## config.mk

```make
export PLATFORM = sky130hd
export DESIGN_NAME = pcsia_core
export DESIGN_NICKNAME = d
export VERILOG_FILES = /design/src/pcsia_pkg.sv /design/src/pcsia_stack.sv /design/src/pcsia_indirect.sv /design/src/pcsia_core.sv
export VERILOG_INCLUDE_DIRS = /design/src /design/src/src
export SDC_FILE = /design/constraint.sdc
export NUM_CORES = 1
export LEC_CHECK = 0
export BUFFER_PORTS_ARGS = -buffer_cell sky130_fd_sc_hd__clkbuf_2
export CAP_MARGIN = 0
export CORE_AREA = 4 4 127 129
export CTS_CLUSTER_DIAMETER = 60
export DETAILED_ROUTE_END_ITERATION = 12
export DIE_AREA = 0 0 131 133
export PLACE_DENSITY = 0.78
export SYNTH_ARGS = -nofsm -noshare
export SYNTH_HDL_FRONTEND = slang
export SYNTH_SLANG_ARGS = --single-unit
```

## constraint.sdc

```tcl
create_clock -name aclk -period 4.1 [get_ports aclk]
set_input_delay 0.41 -clock aclk [delete_from_list [all_inputs] [get_ports aclk]]
set_output_delay 0.41 -clock aclk [all_outputs]
set_load 0.01 [all_outputs]
```

## src/pcsia_params.svh

```systemverilog
// Constants for the program counter, stack and indirect addressing block.
// Assumes inclusion by bare name from the package and the design modules.
`ifndef PCSIA_PARAMS_SVH
`define PCSIA_PARAMS_SVH

// -----------------------------------------------------------------------------
// Widths and sizes
// -----------------------------------------------------------------------------
`define PCSIA_PC_W 13
`define PCSIA_TGT_W 11
`define PCSIA_LATCH_W 5
`define PCSIA_STACK_DEPTH 8
`define PCSIA_DADDR_W 9
`define PCSIA_PAGE_HI 4
`define PCSIA_PAGE_LO 3

// -----------------------------------------------------------------------------
// Register offsets (byte addresses on the bus)
// -----------------------------------------------------------------------------
`define PCSIA_OFS_PC_LOW 8'h00
`define PCSIA_OFS_LATCH 8'h04
`define PCSIA_OFS_POINTER 8'h08
`define PCSIA_OFS_BANK 8'h0c
`define PCSIA_OFS_PC_FULL 8'h10

// -----------------------------------------------------------------------------
// Reset values, fixed addresses and bus answers
// -----------------------------------------------------------------------------
`define PCSIA_PC_RST 13'h0000
`define PCSIA_LATCH_RST 5'h00
`define PCSIA_POINTER_RST 8'h00
`define PCSIA_BANK_RST 1'b0
`define PCSIA_IRQ_VECTOR 13'h0004
`define PCSIA_INDIRECT_LOC 7'h00
`define PCSIA_ZERO_BYTE 8'h00
`define PCSIA_PC_ONE 13'h0001
`define PCSIA_RESP_OKAY 2'h0
`define PCSIA_RESP_SLVERR 2'h2

`endif

```

## src/pcsia_pkg.sv

```systemverilog
// Types shared by the program counter block and its helpers.
// Assumes the constants header sits on the include path.
`include "pcsia_params.svh"

package pcsia_pkg;

   // --------------------------------------------------------------------------
   // Carriers
   // --------------------------------------------------------------------------
   typedef struct packed {
      logic step;
      logic call;
      logic jump;
      logic ret;
      logic irq;
      logic pcl_we;
      logic [`PCSIA_TGT_W-1:0] target;
      logic [7:0] pcl_data;
   } pcsia_ctl_t;

   typedef struct packed {
      logic valid;
      logic write;
      logic [`PCSIA_DADDR_W-1:0] addr;
      logic [7:0] wdata;
   } pcsia_dreq_t;

   typedef struct packed {
      logic re;
      logic we;
      logic zero_read;
      logic [`PCSIA_DADDR_W-1:0] addr;
      logic [7:0] wdata;
   } pcsia_dacc_t;

   typedef enum logic [2:0] {
      PCSIA_SEL_PC_LOW,
      PCSIA_SEL_LATCH,
      PCSIA_SEL_POINTER,
      PCSIA_SEL_BANK,
      PCSIA_SEL_PC_FULL,
      PCSIA_SEL_NONE
   } pcsia_sel_t;

endpackage

```

## src/pcsia_stack.sv

```systemverilog
// Circular return-address stack held in flip-flops.
// Assumes push and pop never arrive together.
`timescale 1ns/1ns
`include "pcsia_params.svh"

module pcsia_stack #(
   parameter int DEPTH = `PCSIA_STACK_DEPTH,
   parameter int WIDTH = `PCSIA_PC_W
) (
   input wire logic aclk,
   input wire logic aresetn,
   input wire logic push,
   input wire logic pop,
   input wire logic [WIDTH-1:0] push_data,
   output logic [WIDTH-1:0] top
);
   localparam int PW = $clog2(DEPTH);

   logic [WIDTH-1:0] mem_q [DEPTH];
   logic [WIDTH-1:0] mem_d [DEPTH];
   logic [PW-1:0] ptr_q;
   logic [PW-1:0] ptr_d;

   // Pointer wraps with no overflow flag; old entries are overwritten
   always_comb begin
      mem_d = mem_q;
      ptr_d = ptr_q;
      if (push) begin
         mem_d[ptr_q] = push_data;
         ptr_d = ptr_q + PW'(1);
      end else if (pop) begin
         ptr_d = ptr_q - PW'(1);
      end
   end

   assign top = mem_q[ptr_q - PW'(1)];

   always_ff @(posedge aclk) begin
      if (!aresetn) begin
         ptr_q <= '0;
      end else begin
         ptr_q <= ptr_d;
      end
      mem_q <= mem_d;
   end
endmodule

```

## src/pcsia_indirect.sv

```systemverilog
// Resolves a data access that names the indirect location.
// Assumes a direct address whose low seven bits match that location.
`timescale 1ns/1ns
`include "pcsia_params.svh"

module pcsia_indirect
   import pcsia_pkg::*;
(
   input pcsia_dreq_t req,
   input wire logic [7:0] pointer,
   input wire logic bank,
   output pcsia_dacc_t acc
);
   logic via_ptr;
   logic self_ref;

   always_comb begin
      via_ptr = req.addr[6:0] == `PCSIA_INDIRECT_LOC;
      self_ref = via_ptr && pointer[6:0] == `PCSIA_INDIRECT_LOC;
      acc.addr = via_ptr ? {bank, pointer} : req.addr;
      acc.wdata = req.wdata;
      acc.re = req.valid && !req.write && !self_ref;
      acc.zero_read = req.valid && !req.write && self_ref;
      acc.we = req.valid && req.write && !self_ref;
   end
endmodule

```

## src/pcsia_core.sv

```systemverilog
// Contract
// - Thirteen-bit counter holds next fetch address
// - Counter low byte is software readable, writable
// - Counter bits twelve to eight hidden
// - Low byte writes take high part from latch
// - Call and jump carry eleven target bits
// - Latch bits four, three give page
// - Whole 8K word space addressable
// - Eight entry thirteen-bit hardware stack
// - Stack pointer invisible to software
// - Call and interrupt push counter
// - Returns pop full counter from stack
// - Stack moves never touch latch
// - Stack wraps, ninth push overwrites first
// - Indirect location accesses pointed register
// - Self-pointed indirect read gives zero
// - Self-pointed indirect write is dropped
// - Bank bit above pointer forms address
//
// Program counter, paging, return stack and indirect addressing.
// Assumes a decoder issuing one control strobe set per cycle and an AXI4-Lite master.
`timescale 1ns/1ns
`include "pcsia_params.svh"

module pcsia_core
   import pcsia_pkg::*;
#(
   parameter int ADDR_W = 8
) (
   input wire logic aclk,
   input wire logic aresetn,
   input pcsia_ctl_t ctl,
   input pcsia_dreq_t dreq,
   output pcsia_dacc_t dacc,
   output logic [`PCSIA_PC_W-1:0] fetch_addr,
   input wire logic [ADDR_W-1:0] s_axi_awaddr,
   input wire logic s_axi_awvalid,
   output logic s_axi_awready,
   input wire logic [31:0] s_axi_wdata,
   input wire logic [3:0] s_axi_wstrb,
   input wire logic s_axi_wvalid,
   output logic s_axi_wready,
   output logic [1:0] s_axi_bresp,
   output logic s_axi_bvalid,
   input wire logic s_axi_bready,
   input wire logic [ADDR_W-1:0] s_axi_araddr,
   input wire logic s_axi_arvalid,
   output logic s_axi_arready,
   output logic [31:0] s_axi_rdata,
   output logic [1:0] s_axi_rresp,
   output logic s_axi_rvalid,
   input wire logic s_axi_rready
);
   // --------------------------------------------------------------------------
   // Decode
   // --------------------------------------------------------------------------
   // Offsets outside the map answer with an error and change nothing
   function automatic pcsia_sel_t reg_sel(input logic [ADDR_W-1:0] a);
      unique case (a)
         ADDR_W'(`PCSIA_OFS_PC_LOW): reg_sel = PCSIA_SEL_PC_LOW;
         ADDR_W'(`PCSIA_OFS_LATCH): reg_sel = PCSIA_SEL_LATCH;
         ADDR_W'(`PCSIA_OFS_POINTER): reg_sel = PCSIA_SEL_POINTER;
         ADDR_W'(`PCSIA_OFS_BANK): reg_sel = PCSIA_SEL_BANK;
         ADDR_W'(`PCSIA_OFS_PC_FULL): reg_sel = PCSIA_SEL_PC_FULL;
         default: reg_sel = PCSIA_SEL_NONE;
      endcase
   endfunction

   // Any write of the low byte drags the high part along from the latch
   function automatic logic [`PCSIA_PC_W-1:0] pc_join(input logic [`PCSIA_LATCH_W-1:0] hi, input logic [7:0] lo);
      pc_join = {hi, lo};
   endfunction

   // --------------------------------------------------------------------------
   // State
   // --------------------------------------------------------------------------
   logic [`PCSIA_PC_W-1:0] pc_q;
   logic [`PCSIA_PC_W-1:0] pc_d;
   logic [`PCSIA_LATCH_W-1:0] pc_high_latch_q;
   logic [`PCSIA_LATCH_W-1:0] pc_high_latch_d;
   logic [7:0] indirect_pointer_q;
   logic [7:0] indirect_pointer_d;
   logic indirect_bank_select_q;
   logic indirect_bank_select_d;

   logic aw_hold_q;
   logic aw_hold_d;
   logic w_hold_q;
   logic w_hold_d;
   logic [ADDR_W-1:0] aw_addr_q;
   logic [ADDR_W-1:0] aw_addr_d;
   logic [7:0] w_byte_q;
   logic [7:0] w_byte_d;
   logic w_lane_q;
   logic w_lane_d;
   logic awready_q;
   logic awready_d;
   logic wready_q;
   logic wready_d;
   logic bvalid_q;
   logic bvalid_d;
   logic [1:0] bresp_q;
   logic [1:0] bresp_d;

   logic arready_q;
   logic arready_d;
   logic rvalid_q;
   logic rvalid_d;
   logic [31:0] rdata_q;
   logic [31:0] rdata_d;
   logic [1:0] rresp_q;
   logic [1:0] rresp_d;
   pcsia_dacc_t dacc_q;
   pcsia_dacc_t dacc_d;

   logic push;
   logic pop;
   logic [`PCSIA_PC_W-1:0] stack_top;
   logic aw_fire;
   logic w_fire;
   logic do_wr;
   logic [ADDR_W-1:0] wr_addr;
   logic [7:0] wr_byte;
   logic wr_lane;
   pcsia_sel_t wr_sel;
   pcsia_sel_t rd_sel;
   logic sw_pcl_we;

   // --------------------------------------------------------------------------
   // Helpers
   // --------------------------------------------------------------------------
   // Stack entries are not reset, only the pointer: a return with nothing pushed pops stale data
   // Stack pointer lives inside the stack and has no bus path
   pcsia_stack #(
      .DEPTH(`PCSIA_STACK_DEPTH),
      .WIDTH(`PCSIA_PC_W)
   ) u_stack (
      .aclk(aclk),
      .aresetn(aresetn),
      .push(push),
      .pop(pop),
      .push_data(pc_q),
      .top(stack_top)
   );

   pcsia_indirect u_indirect (
      .req(dreq),
      .pointer(indirect_pointer_q),
      .bank(indirect_bank_select_q),
      .acc(dacc_d)
   );

   // --------------------------------------------------------------------------
   // Bus write path
   // --------------------------------------------------------------------------
   always_comb begin
      // Address and data may come in either order; each waits in a hold register
      aw_fire = s_axi_awvalid && awready_q;
      w_fire = s_axi_wvalid && wready_q;
      wr_addr = aw_fire ? s_axi_awaddr : aw_addr_q;
      wr_byte = w_fire ? s_axi_wdata[7:0] : w_byte_q;
      wr_lane = w_fire ? s_axi_wstrb[0] : w_lane_q;
      wr_sel = reg_sel(wr_addr);
      do_wr = (aw_hold_q || aw_fire) && (w_hold_q || w_fire) && !bvalid_q;
      aw_hold_d = (aw_hold_q || aw_fire) && !do_wr;
      w_hold_d = (w_hold_q || w_fire) && !do_wr;
      aw_addr_d = wr_addr;
      w_byte_d = wr_byte;
      w_lane_d = wr_lane;
      bvalid_d = do_wr || (bvalid_q && !s_axi_bready);
      bresp_d = bresp_q;
      if (do_wr) begin
         bresp_d = (wr_sel == PCSIA_SEL_NONE) ? `PCSIA_RESP_SLVERR : `PCSIA_RESP_OKAY;
      end
      // Both channels close until the response is taken: one write at a time
      awready_d = !aw_hold_d && !bvalid_d;
      wready_d = !w_hold_d && !bvalid_d;
      sw_pcl_we = do_wr && wr_lane && wr_sel == PCSIA_SEL_PC_LOW;
   end

   // --------------------------------------------------------------------------
   // Bus read path
   // --------------------------------------------------------------------------
   always_comb begin
      rd_sel = reg_sel(s_axi_araddr);
      rvalid_d = rvalid_q && !s_axi_rready;
      rdata_d = rdata_q;
      rresp_d = rresp_q;
      if (s_axi_arvalid && arready_q) begin
         rvalid_d = 1'b1;
         rresp_d = `PCSIA_RESP_OKAY;
         // A refused read still answers, with zero data and an error code
         rdata_d = '0;
         unique case (rd_sel)
            PCSIA_SEL_PC_LOW: rdata_d[7:0] = pc_q[7:0];
            PCSIA_SEL_LATCH: rdata_d[`PCSIA_LATCH_W-1:0] = pc_high_latch_q;
            PCSIA_SEL_POINTER: rdata_d[7:0] = indirect_pointer_q;
            PCSIA_SEL_BANK: rdata_d[0] = indirect_bank_select_q;
            // The high part has no software view, so the full counter is refused
            PCSIA_SEL_PC_FULL: rresp_d = `PCSIA_RESP_SLVERR;
            PCSIA_SEL_NONE: rresp_d = `PCSIA_RESP_SLVERR;
         endcase
      end
      arready_d = !rvalid_d;
   end

   // --------------------------------------------------------------------------
   // Program counter and software registers
   // --------------------------------------------------------------------------
   // Core branches outrank a bus write to the low byte in the same cycle
   always_comb begin
      pc_d = pc_q;
      push = 1'b0;
      pop = 1'b0;
      pc_high_latch_d = pc_high_latch_q;
      indirect_pointer_d = indirect_pointer_q;
      indirect_bank_select_d = indirect_bank_select_q;
      if (do_wr && wr_lane) begin
         unique case (wr_sel)
            PCSIA_SEL_LATCH: pc_high_latch_d = wr_byte[`PCSIA_LATCH_W-1:0];
            PCSIA_SEL_POINTER: indirect_pointer_d = wr_byte;
            PCSIA_SEL_BANK: indirect_bank_select_d = wr_byte[0];
            default: ;
         endcase
      end
      // The stack takes the counter as it stood before this cycle's change
      if (ctl.irq) begin
         push = 1'b1;
         pc_d = `PCSIA_IRQ_VECTOR;
      end else if (ctl.call || ctl.jump) begin
         push = ctl.call;
         pc_d = {pc_high_latch_q[`PCSIA_PAGE_HI:`PCSIA_PAGE_LO], ctl.target};
      end else if (ctl.ret) begin
         pop = 1'b1;
         pc_d = stack_top;
      end else if (ctl.pcl_we) begin
         pc_d = pc_join(pc_high_latch_q, ctl.pcl_data);
      end else if (sw_pcl_we) begin
         pc_d = pc_join(pc_high_latch_q, wr_byte);
      end else if (ctl.step) begin
         pc_d = pc_q + `PCSIA_PC_ONE;
      end
   end

   always_ff @(posedge aclk) begin
      if (!aresetn) begin
         pc_q <= `PCSIA_PC_RST;
         pc_high_latch_q <= `PCSIA_LATCH_RST;
         indirect_pointer_q <= `PCSIA_POINTER_RST;
         indirect_bank_select_q <= `PCSIA_BANK_RST;
         aw_hold_q <= 1'b0;
         w_hold_q <= 1'b0;
         aw_addr_q <= '0;
         w_byte_q <= '0;
         w_lane_q <= 1'b0;
         awready_q <= 1'b0;
         wready_q <= 1'b0;
         bvalid_q <= 1'b0;
         bresp_q <= `PCSIA_RESP_OKAY;
         arready_q <= 1'b0;
         rvalid_q <= 1'b0;
         rdata_q <= '0;
         rresp_q <= `PCSIA_RESP_OKAY;
         dacc_q <= '0;
      end else begin
         pc_q <= pc_d;
         pc_high_latch_q <= pc_high_latch_d;
         indirect_pointer_q <= indirect_pointer_d;
         indirect_bank_select_q <= indirect_bank_select_d;
         aw_hold_q <= aw_hold_d;
         w_hold_q <= w_hold_d;
         aw_addr_q <= aw_addr_d;
         w_byte_q <= w_byte_d;
         w_lane_q <= w_lane_d;
         awready_q <= awready_d;
         wready_q <= wready_d;
         bvalid_q <= bvalid_d;
         bresp_q <= bresp_d;
         arready_q <= arready_d;
         rvalid_q <= rvalid_d;
         rdata_q <= rdata_d;
         rresp_q <= rresp_d;
         dacc_q <= dacc_d;
      end
   end

   // --------------------------------------------------------------------------
   // Outputs
   // --------------------------------------------------------------------------
   // All outputs are plain registers, so no input reaches them in the same cycle
   assign fetch_addr = pc_q;
   assign dacc = dacc_q;
   assign s_axi_awready = awready_q;
   assign s_axi_wready = wready_q;
   assign s_axi_bvalid = bvalid_q;
   assign s_axi_bresp = bresp_q;
   assign s_axi_arready = arready_q;
   assign s_axi_rvalid = rvalid_q;
   assign s_axi_rdata = rdata_q;
   assign s_axi_rresp = rresp_q;
endmodule

```

==> metrics.csv, run 1 <==
metric,value,unit
design area,0.00933,mm^2
CP Data Required Time,4.45,ns
YS warnings,0,
Site Rows,45,
crit path max fanout,15,
total grt overflow,0,
f_max,340,MHz
Post-synth ARST share,0,%
nets@finish,856,
"CP delay by family, top",simple AND/OR/NAND/NOR gates,
I/O Buffers,123,
Final Critical Period,2.94,ns
setup TNS,0,ns
"leading cell types in the layout, fill and taps excluded","clkbuf_2 (123), edfxtp_1 (104), dfxtp_1 (83)",
vias per inst,5.87,
Clock Skew,0.0104,ns
fin crit share,71.7,%
#FFs+latches synth,188,
Worst R2R Setup Slack,1.16,ns
Max Buffers Root-to-Sink,2,
R2R Path End,fetch_addr[1],
hpwl dp,13.1,mm
Die Y,133,um
die width,131,um
Final Setup Violations,0,
"Top FF cell, synth",edfxtp_1,
worst r2r path cells,7,
synth unique cells,53,
peak supply drop,0.304,mV
crit path buf inv count,0,
CTS tree,yes,
Min-Delay Endpoint,dacc[19],
setup bufs post-CTS,0,
"most common cell after layout, fill and taps aside",clkbuf_2,
"Max stage delay cell, worst path",a2111oi_4,
wire length of the first global-routing pass,30.1,mm
"Reg clk slew, reported paths",0.07,ns
# H-tree levels,4,
max_cap viols,0,
final number of hold-violating endpoints,0,
"Clk Latency, worst-skew pair",0.44,ns
via count,5579,
root buf cell,clkbuf_16,
Initial DRC Count,486,
# diodes,0,
area grow syn2layout,17.0,%
TritonCTS Sinks,188,
Post-route DRC,0,
worst r2r src,s_axi_awready,
"EDFF count, synth",104,
worst min path class,in2reg,
max-slew violation count,0,
fillers,1136,
Max-slew headroom,22.5,%
Top Ports,177,
Syn Std Cell Area,0.00798,mm^2
clock buffer count from CTS,17,
crit path DAT,3.29,ns
Pleak,3.67,nW
Least-Margin Pin Slew,1.15,ns
initial antenna violation count,0,
outcome,"finished, final reports clean",
Syn Area/Cell,12.6,um^2
WS Path Type,reg2reg,
WL final,19.4,mm
worst hold start,dreq[17],
Worst Setup End Kind,flip-flop,
layout cells sized above 1,28.4,%
register area share after synthesis,60.2,%
power density over the cells,479,mW/mm^2
Min-Delay Path Depth,2,
synthesized instance count,633,
total global-route track usage,22.9,%
worst stage delay on the critical path,0.65,ns
area of the die,0.0174,mm^2
area of placed instances,0.00869,mm^2
Final Power,4.47,mW
Initial Util,53.1,%
largest net degree at the start of global routing,54,
TritonRoute pass-1 iters,5,
post-cts resize count,0,
crit path launch type,flip-flop,
routed len/inst,20.4,um
worst path cell trace,and2_1 > nand3_1 > a2111oi_4 > nand2_1 > nand2_2 > o221ai_1 > a21oi_1,
Placer Congestion,0.889,
vias in the first global route,5474,
RSZ-0062 raised after global routing,false,
Hold Buf Count CTS,0,
Post-DRT Antenna Nets,0,
Core Area,0.0150,mm^2
==> layer usage <==
layer,GRT usage (%),part of all wire (%),vias up
met3,6.50,8.2,35
met5,0,0,-
li1,-,-,2542
met1,31.2,41,2718
met4,7.09,2.3,0
met2,35.5,48,284
==> where the power goes <==
part | internal, mW | switching [mW] | total (mW)
registers | 2.08 | 0.0589 | 2.14
clock network | 1.03 | 0.747 | 1.78
logic | 0.236 | 0.312 | 0.548
==> worst reg2reg max path: stages (launching register included) <==
cell and delay [ns]:
dfxtp_1 0.34, and2_1 0.47, nand3_1 0.24, a2111oi_4 0.65, nand2_1 0.45, nand2_2 0.35, o221ai_1 0.16, a21oi_1 0.19
==> synthesized netlist by cell type (all sizes together), types with 2 or more instances <==
cell | count | share of area, %
nor2 | 64 | 3.0
mux2 | 19 | 2.7
nand3 | 9 | 0.56
nor4 | 7 | 0.63
nor2b | 3 | 0.24
a22oi | 10 | 0.94
nor3b | 7 | 0.66
and4 | 4 | 0.44
nand2 | 40 | 1.9
a221o | 2 | 0.25
xor2 | 8 | 0.88
edfxtp | 104 | 39
and3 | 4 | 0.31
ha | 3 | 0.47
nor3 | 17 | 1.1
a221oi | 5 | 0.55
buf | 34 | 2.9
nand4 | 3 | 0.24
mux4 | 27 | 7.6
nand2b | 4 | 0.31
or2 | 4 | 0.31
a21oi | 38 | 2.4
o22ai | 5 | 0.39
mux2i | 31 | 3.9
and2 | 14 | 1.1
inv | 7 | 0.33
or4 | 2 | 0.19
clkbuf | 25 | 1.2
o31ai | 4 | 0.38
a211oi | 3 | 0.28
a31oi | 5 | 0.39
xnor2 | 5 | 0.55
o221ai | 4 | 0.44
o21ai | 20 | 1.3
dfxtp | 84 | 21
==> flip-flops by register name, summed over array words and instances (netlist names) <==
signal,count
u_stack.ptr_q,3
indirect_bank_select_q,1
s_axi_bresp,1
indirect_pointer_q,8
s_axi_bvalid,1
aw_addr_q,8
dacc,20
pc_high_latch_q,5
fetch_addr,13
w_lane_q,1
aw_hold_q,1
u_stack.mem_q,104
w_hold_q,1
s_axi_rresp,1
s_axi_arready,1
s_axi_wready,1
s_axi_rdata,8
w_byte_q,8
s_axi_awready,1
s_axi_rvalid,1
==> cells by family after synthesis <==
group / count (synthesis) / synth area share (%)
multiplexers: 77 / 14.2
flip-flops: 188 / 60.2
AND/OR/NAND/NOR: 183 / 11.1
XOR/XNOR: 13 / 1.43
AO/OA/AOI/OAI: 102 / 8.16
buffers and inverters: 66 / 4.42
adder cells (fa/ha/maj): 3 / 0.471
other: 1 / 0.0470
==> worst max-delay path by stage <==
stage	startpoint	endpoint	cells after the start
2_1_floorplan	u_stack.ptr_q[0]	fetch_addr[0]	10
3_3_place_gp	s_axi_awvalid	fetch_addr[1]	8
3_5_place_dp	s_axi_awvalid	fetch_addr[3]	8
4_1_cts	s_axi_awready	fetch_addr[1]	7
5_1_grt	s_axi_awready	fetch_addr[1]	7
6_report	s_axi_awready	fetch_addr[1]	7
==> layout make-up <==
type	instances	area (um^2)	area share, %
inverters	7	26.3	0.282
clock inverters	15	210	2.25
clock buffers	17	425	4.56
repair buffers	132	683	7.32
well taps	188	235	2.52
multi-input cells	404	2940	31.6
flip-flops and latches	188	4810	51.5
==> stage by stage <==
step / instances / hold WS (ns) / util [%] / setup WS, ns
after detailed placement: 919 / 0.451 / 57.8 / 1.06
after global placement: 919 / 0.441 / 57.8 / 1.15
after floorplan: 658 / 0.427 / - / 1.10
after CTS: 951 / 0.161 / 62.1 / 1.19
after global routing: 951 / 0.164 / 62.1 / 0.935
final: 951 / 0.175 / 62.1 / 1.16
(Power assumes the default switching activity.)
==> inputs of run 2 (changes only) <==
Clock period 4.1 ns to 2.85 ns, I/O delays scaled along.
==> run 2 against run 1 <==
Final area grew 0.51%. Clock-buffer cell count is the same. Critical endpoint is now fetch_addr[10]. Largest power group unchanged. Sequential share of layout area fell by 0.26 points. Critical path depth unchanged. Clock power rose by 33%. Non-clock buffer count increased by 11.
==> metrics.csv, run 2 (same netlist as run 1, synthesis figures left out) <==
metric,value,unit,change
Reg with most FFs,u_stack.mem_q,,
wire length of the first global-routing pass,29.7,mm,-1.5%
nets@finish,867,,+1.3%
setup TNS,0,ns,unchanged
Max Buffers Root-to-Sink,2,,unchanged
met1 usage,29.8,%,-1.3 points
CP Data Required Time,3.16,ns,-1.29 ns
TritonCTS Sinks,188,,unchanged
vias per inst,5.75,,-1.9%
met2 usage,35.2,%,-0.28 points
register area,0.00481,mm^2,unchanged
Clock Skew,0.00647,ns,-0.00391 ns
Post-route DRC,0,,unchanged
Hold Buf Count CTS,0,,unchanged
peak supply drop,0.437,mV,+44%
area of the die,0.0174,mm^2,unchanged
crit path launch type,flip-flop,,
CTS tree,yes,,
power density over the cells,666,mW/mm^2,+39%
multi-input logic area,0.00293,mm^2,-0.51%
max-slew violation count,0,,unchanged
area grow syn2layout,17.6,%,
Core Area,0.0150,mm^2,unchanged
Max-slew headroom,38.6,%,+16 points
Largest register FFs,104,,unchanged
I/O Buffers,123,,unchanged
Top Ports,177,,unchanged
die width,131,um,unchanged
max_cap viols,0,,unchanged
Final Hold Slack,0.0456,ns,-0.129 ns
"Reg clk slew, reported paths",0.07,ns,about the same
M3 GR Usage,5.13,%,-1.4 points
final number of hold-violating endpoints,0,,unchanged
Initial Util,53.1,%,unchanged
Initial DRC Count,461,,-5.1%
RSZ-0062 raised after global routing,false,,
Final Setup Violations,0,,unchanged
gr busiest metal,met2,,
setup bufs post-CTS,0,,unchanged
routed len/inst,19.8,um,-3.2%
WS Path Type,reg2reg,,
WL final,19.0,mm,-2.0%
# diodes,0,,unchanged
"most common cell after layout, fill and taps aside",clkbuf_2,,
Placer Congestion,0.865,,-2.7%
Pleak,3.71,nW,+0.86%
root buf cell,clkbuf_16,,
initial antenna violation count,0,,unchanged
crit path DAT,2.99,ns,-0.30 ns
f_max,373,MHz,+9.5%
TritonRoute pass-1 iters,5,,unchanged
layout cells sized above 1,29.6,%,+1.1 points
worst hold start,dreq[17],,
Final Critical Period,2.68,ns,-0.255 ns
largest net degree at the start of global routing,53,,-1.9%
fin crit share,94.1,%,+22 points
# H-tree levels,4,,unchanged
Post-DRT Antenna Nets,0,,unchanged
"leading cell types in the layout, fill and taps excluded","clkbuf_2 (123), edfxtp_1 (104), dfxtp_1 (83)",,
via count,5534,,-0.81%
worst r2r src,s_axi_awready,,
"Clk Latency, worst-skew pair",0.43,ns,about the same
vias in the first global route,5513,,+0.71%
Die Y,133,um,unchanged
Worst Setup End Kind,flip-flop,,
outcome,"finished, final reports clean",,
crit path max fanout,9,,-6
total global-route track usage,22.4,%,-0.44 points
clock buffer count from CTS,17,,unchanged
Site Rows,45,,unchanged
worst min path class,in2reg,,
fillers,1136,,unchanged
hpwl dp,13.1,mm,-0.35%
Least-Margin Pin Slew,0.919,ns,-0.235 ns
CP Launch Point,s_axi_awready,,
total grt overflow,0,,unchanged
run 2: cell count changes in the layout (fill, tap and decap cells not counted), sizes merged:
cell	change
clkinvlp	+2
clkinv	+2
buf	+11
bufinv	-2
inv	-2
run 2: critical path: stages (launching register included):
cell       delay [ns]
dfxtp_1          0.35
and2_1           0.32
nand3_1          0.20
a2111oi_4        0.65
a21oi_2          0.22
mux2_1           0.40
a221oi_1         0.35
nor2_1           0.08
run 2: timing repair:
item / CTS / global route
endpoints found under the setup margin: 0 / 5
endpoints found under the hold margin: 0 / 0
resized for setup: 0 / 1
run 2: where the power goes:
part           switching [mW]  internal (mW)  leakage (nW)  total, mW
registers              0.0757           3.00          1.67       3.07
logic                   0.453          0.359          1.76      0.812
clock network            1.05           1.31         0.272       2.36
run 2: area by class of cell:
class                   count  area share [%]
clock buffers              17            4.54
well taps                 188            2.51
multi-input cells         404            31.2
flip-flops and latches    188            51.2
inverters                   7           0.280
clock inverters            15            1.76
repair buffers            143            8.43
run 2: per-layer routing:
layer	vias up	share of wire, %
li1	2562	-
met1	2636	39
met2	288	48
met3	48	9.6
met4	0	2.9
met5	-	0
run 2: stage by stage:
step / instances / worst slack (ns) / total power, mW / util (%) / instance area [um^2]
2_1_floorplan: 658 / 0.0408 / 3.65 / - / 8070
3_3_place_gp: 930 / 0.229 / 3.91 / 58.4 / 8780
3_5_place_dp: 930 / 0.180 / 3.94 / 58.4 / 8780
4_1_cts: 962 / 0.192 / 6.27 / 62.4 / 9380
5_1_grt: 962 / 0.0000935 / 6.46 / 62.4 / 9380
6_report: 962 / 0.168 / 6.24 / 62.4 / 9380
run 2: final timing paths:
| check | cells past startpoint | slack [ns] | end |
|---|---|---|---|
| hold reg to reg | 1 | 0.46 | s_axi_awready |
| hold / removal | 2 | 0.05 | dacc[19] |
| setup / recovery | 7 | 0.17 | fetch_addr[10] |
| setup reg to reg | 7 | 0.17 | fetch_addr[10] |
==> inputs of run 3 (changes only) <==
Settings changed: SETUP_SLACK_MARGIN set to 0.4.
==> run 3 against run 2 <==
Flip-flop and latch count did not move. Sequential share of layout area fell by 0.44 points. Die area did not move. Register-to-register slack improved by 0.33 ns. Wire length rose by 0.28%. Sequential power barely moved. Fmax rose by 14%. First-iteration DRC count fell by 6.7%. Highest routed layer unchanged.
==> metrics.csv, run 3 (same netlist as run 1, synthesis figures left out) <==
metric,value,unit,change
Top Ports,177,,unchanged
"most common cell after layout, fill and taps aside",clkbuf_2,,
"leading cell types in the layout, fill and taps excluded","clkbuf_2 (123), edfxtp_1 (104), dfxtp_1 (82)",,
met2 usage,34.3,%,-0.87 points
worst min path class,in2reg,,
crit path buf inv count,2,,+2
vias in the first global route,5404,,-2.0%
worst path cell trace,inv_1 > ha_2 > buf_12 > mux4_2 > mux2_2 > a211oi_1 > a21oi_1,,
Die Y,133,um,unchanged
Pleak,3.75,nW,+1.2%
vias per inst,5.78,,+0.55%
TritonRoute pass-1 iters,7,,+2
Final Critical Period,2.35,ns,-0.335 ns
RSZ-0062 raised after global routing,true,,
Largest register FFs,104,,unchanged
setup bufs post-CTS,0,,unchanged
Post-route DRC,0,,unchanged
"Clk Latency, worst-skew pair",0.43,ns,about the same
Post-DRT Antenna Nets,0,,unchanged
worst stage delay on the critical path,0.46,ns,-0.19 ns
Final Setup Violations,0,,unchanged
multi-input logic area,0.00296,mm^2,+0.90%
area grow syn2layout,18.6,%,
Initial Util,53.1,%,unchanged
Max Buffers Root-to-Sink,2,,unchanged
WL final,19.1,mm,+0.28%
# diodes,0,,unchanged
met1 usage,28.9,%,-0.95 points
Final Power,6.42,mW,+2.8%
f_max,426,MHz,+14%
setup TNS,0,ns,unchanged
I/O Buffers,123,,unchanged
"Max stage delay cell, worst path",ha_2,,
total global-route track usage,22.0,%,-0.42 points
wire length of the first global-routing pass,29.4,mm,-1.1%
via count,5570,,+0.65%
Core Area,0.0150,mm^2,unchanged
max_cap viols,0,,unchanged
CTS tree,yes,,
Worst Setup End Kind,flip-flop,,
root buf cell,clkbuf_16,,
Placer Congestion,0.899,,+4.0%
register area,0.00481,mm^2,about the same
CP Data Required Time,3.16,ns,about the same
Least-Margin Pin Slew,0.910,ns,-0.00959 ns
crit path DAT,2.66,ns,-0.33 ns
TritonCTS Sinks,188,,unchanged
final number of hold-violating endpoints,0,,unchanged
Max-slew headroom,38.9,%,+0.36 points
max-slew violation count,0,,unchanged
Initial DRC Count,430,,-6.7%
gr busiest metal,met2,,
area of the die,0.0174,mm^2,unchanged
"CP delay by family, top",multiplexers,,
"Reg clk slew, reported paths",0.07,ns,about the same
total grt overflow,0,,unchanged
fillers,1145,,+0.79%
peak supply drop,0.385,mV,-12%
routed len/inst,19.8,um,+0.17%
Reg with most FFs,u_stack.mem_q,,
clock buffer count from CTS,17,,unchanged
nets@finish,868,,+0.12%
Site Rows,45,,unchanged
initial antenna violation count,0,,unchanged
Clock Skew,0.00899,ns,+0.00252 ns
hpwl dp,13.2,mm,+1.1%
largest net degree at the start of global routing,53,,unchanged
# H-tree levels,4,,unchanged
fin crit share,82.4,%,-12 points
crit path max fanout,22,,+13
crit path launch type,flip-flop,,
outcome,"finished, final reports clean",,
die width,131,um,unchanged
WS Path Type,reg2reg,,
layout cells sized above 1,30.6,%,+0.99 points
M3 GR Usage,6.74,%,+1.6 points
power density over the cells,678,mW/mm^2,+1.9%
[run 3: cell types whose count changed in the layout (fill, tap and decap cells not counted), sizes merged]
| cell | delta |
|---|---|
| buf | +1 |
| clkinvlp | -2 |
| inv | +1 |
| clkinv | -1 |
| bufinv | +2 |
[run 3: worst reg2reg max path, stage by stage (launching register included)]
cell	delay (ns)
dfxtp_2	0.40
inv_1	0.11
ha_2	0.46
buf_12	0.22
mux4_2	0.32
mux2_2	0.29
a211oi_1	0.32
a21oi_1	0.11
[run 3: area by class of cell]
| cell class | instances | share of cell area, % |
|---|---|---|
| flip-flops and latches | 188 | 50.8 |
| multi-input cells | 404 | 31.2 |
| repair buffers | 144 | 8.48 |
| clock buffers | 17 | 4.50 |
| well taps | 188 | 2.49 |
| clock inverters | 15 | 2.22 |
| inverters | 7 | 0.278 |
[run 3: report_power, final]
part           leakage [nW]  internal [mW]  switching (mW)
Clock                 0.302           1.49            1.04
Combinational          1.77          0.363           0.453
Sequential             1.67           3.00          0.0758
Total                  3.75           4.85            1.57
[run 3: per-stage QoR]
| stage | utilization [%] | hold WS [ns] | worst slack [ns] | std cells | cell area, um^2 |
|---|---|---|---|---|---|
| floorplan | - | 0.361 | 0.395 | 658 | 8080 |
| global placement | 58.5 | 0.441 | 0.358 | 931 | 8790 |
| detailed placement | 58.5 | 0.451 | 0.306 | 931 | 8790 |
| CTS | 62.8 | 0.0275 | 0.377 | 963 | 9440 |
| global route | 62.9 | 0.0461 | 0.398 | 963 | 9460 |
| finish | 62.9 | 0.0432 | 0.502 | 963 | 9460 |
[run 3: metal layers]
layer	routed length [um]	vias up
met3	1800	40
met1	7590	2681
met5	0	-
met4	529	0
met2	9170	285
li1	-	2564
[run 3: worst paths after layout]
kind | from | endpoint | slack, ns | cells past startpoint
setup reg to reg | u_stack.ptr_q[1] | fetch_addr[0] | 0.50 | 7
hold reg to reg | aw_addr_q[5] | aw_addr_q[5] | 0.46 | 2
setup / recovery | u_stack.ptr_q[1] | fetch_addr[0] | 0.50 | 7
hold / removal | dreq[17] | dacc[19] | 0.04 | 2
[run 3: what timing repair did]
item                       4_1_cts  5_1_grt
gates resized for setup          4        7
setup endpoints to repair        7       10
pin swaps                        0        1
hold buffers                     0        0
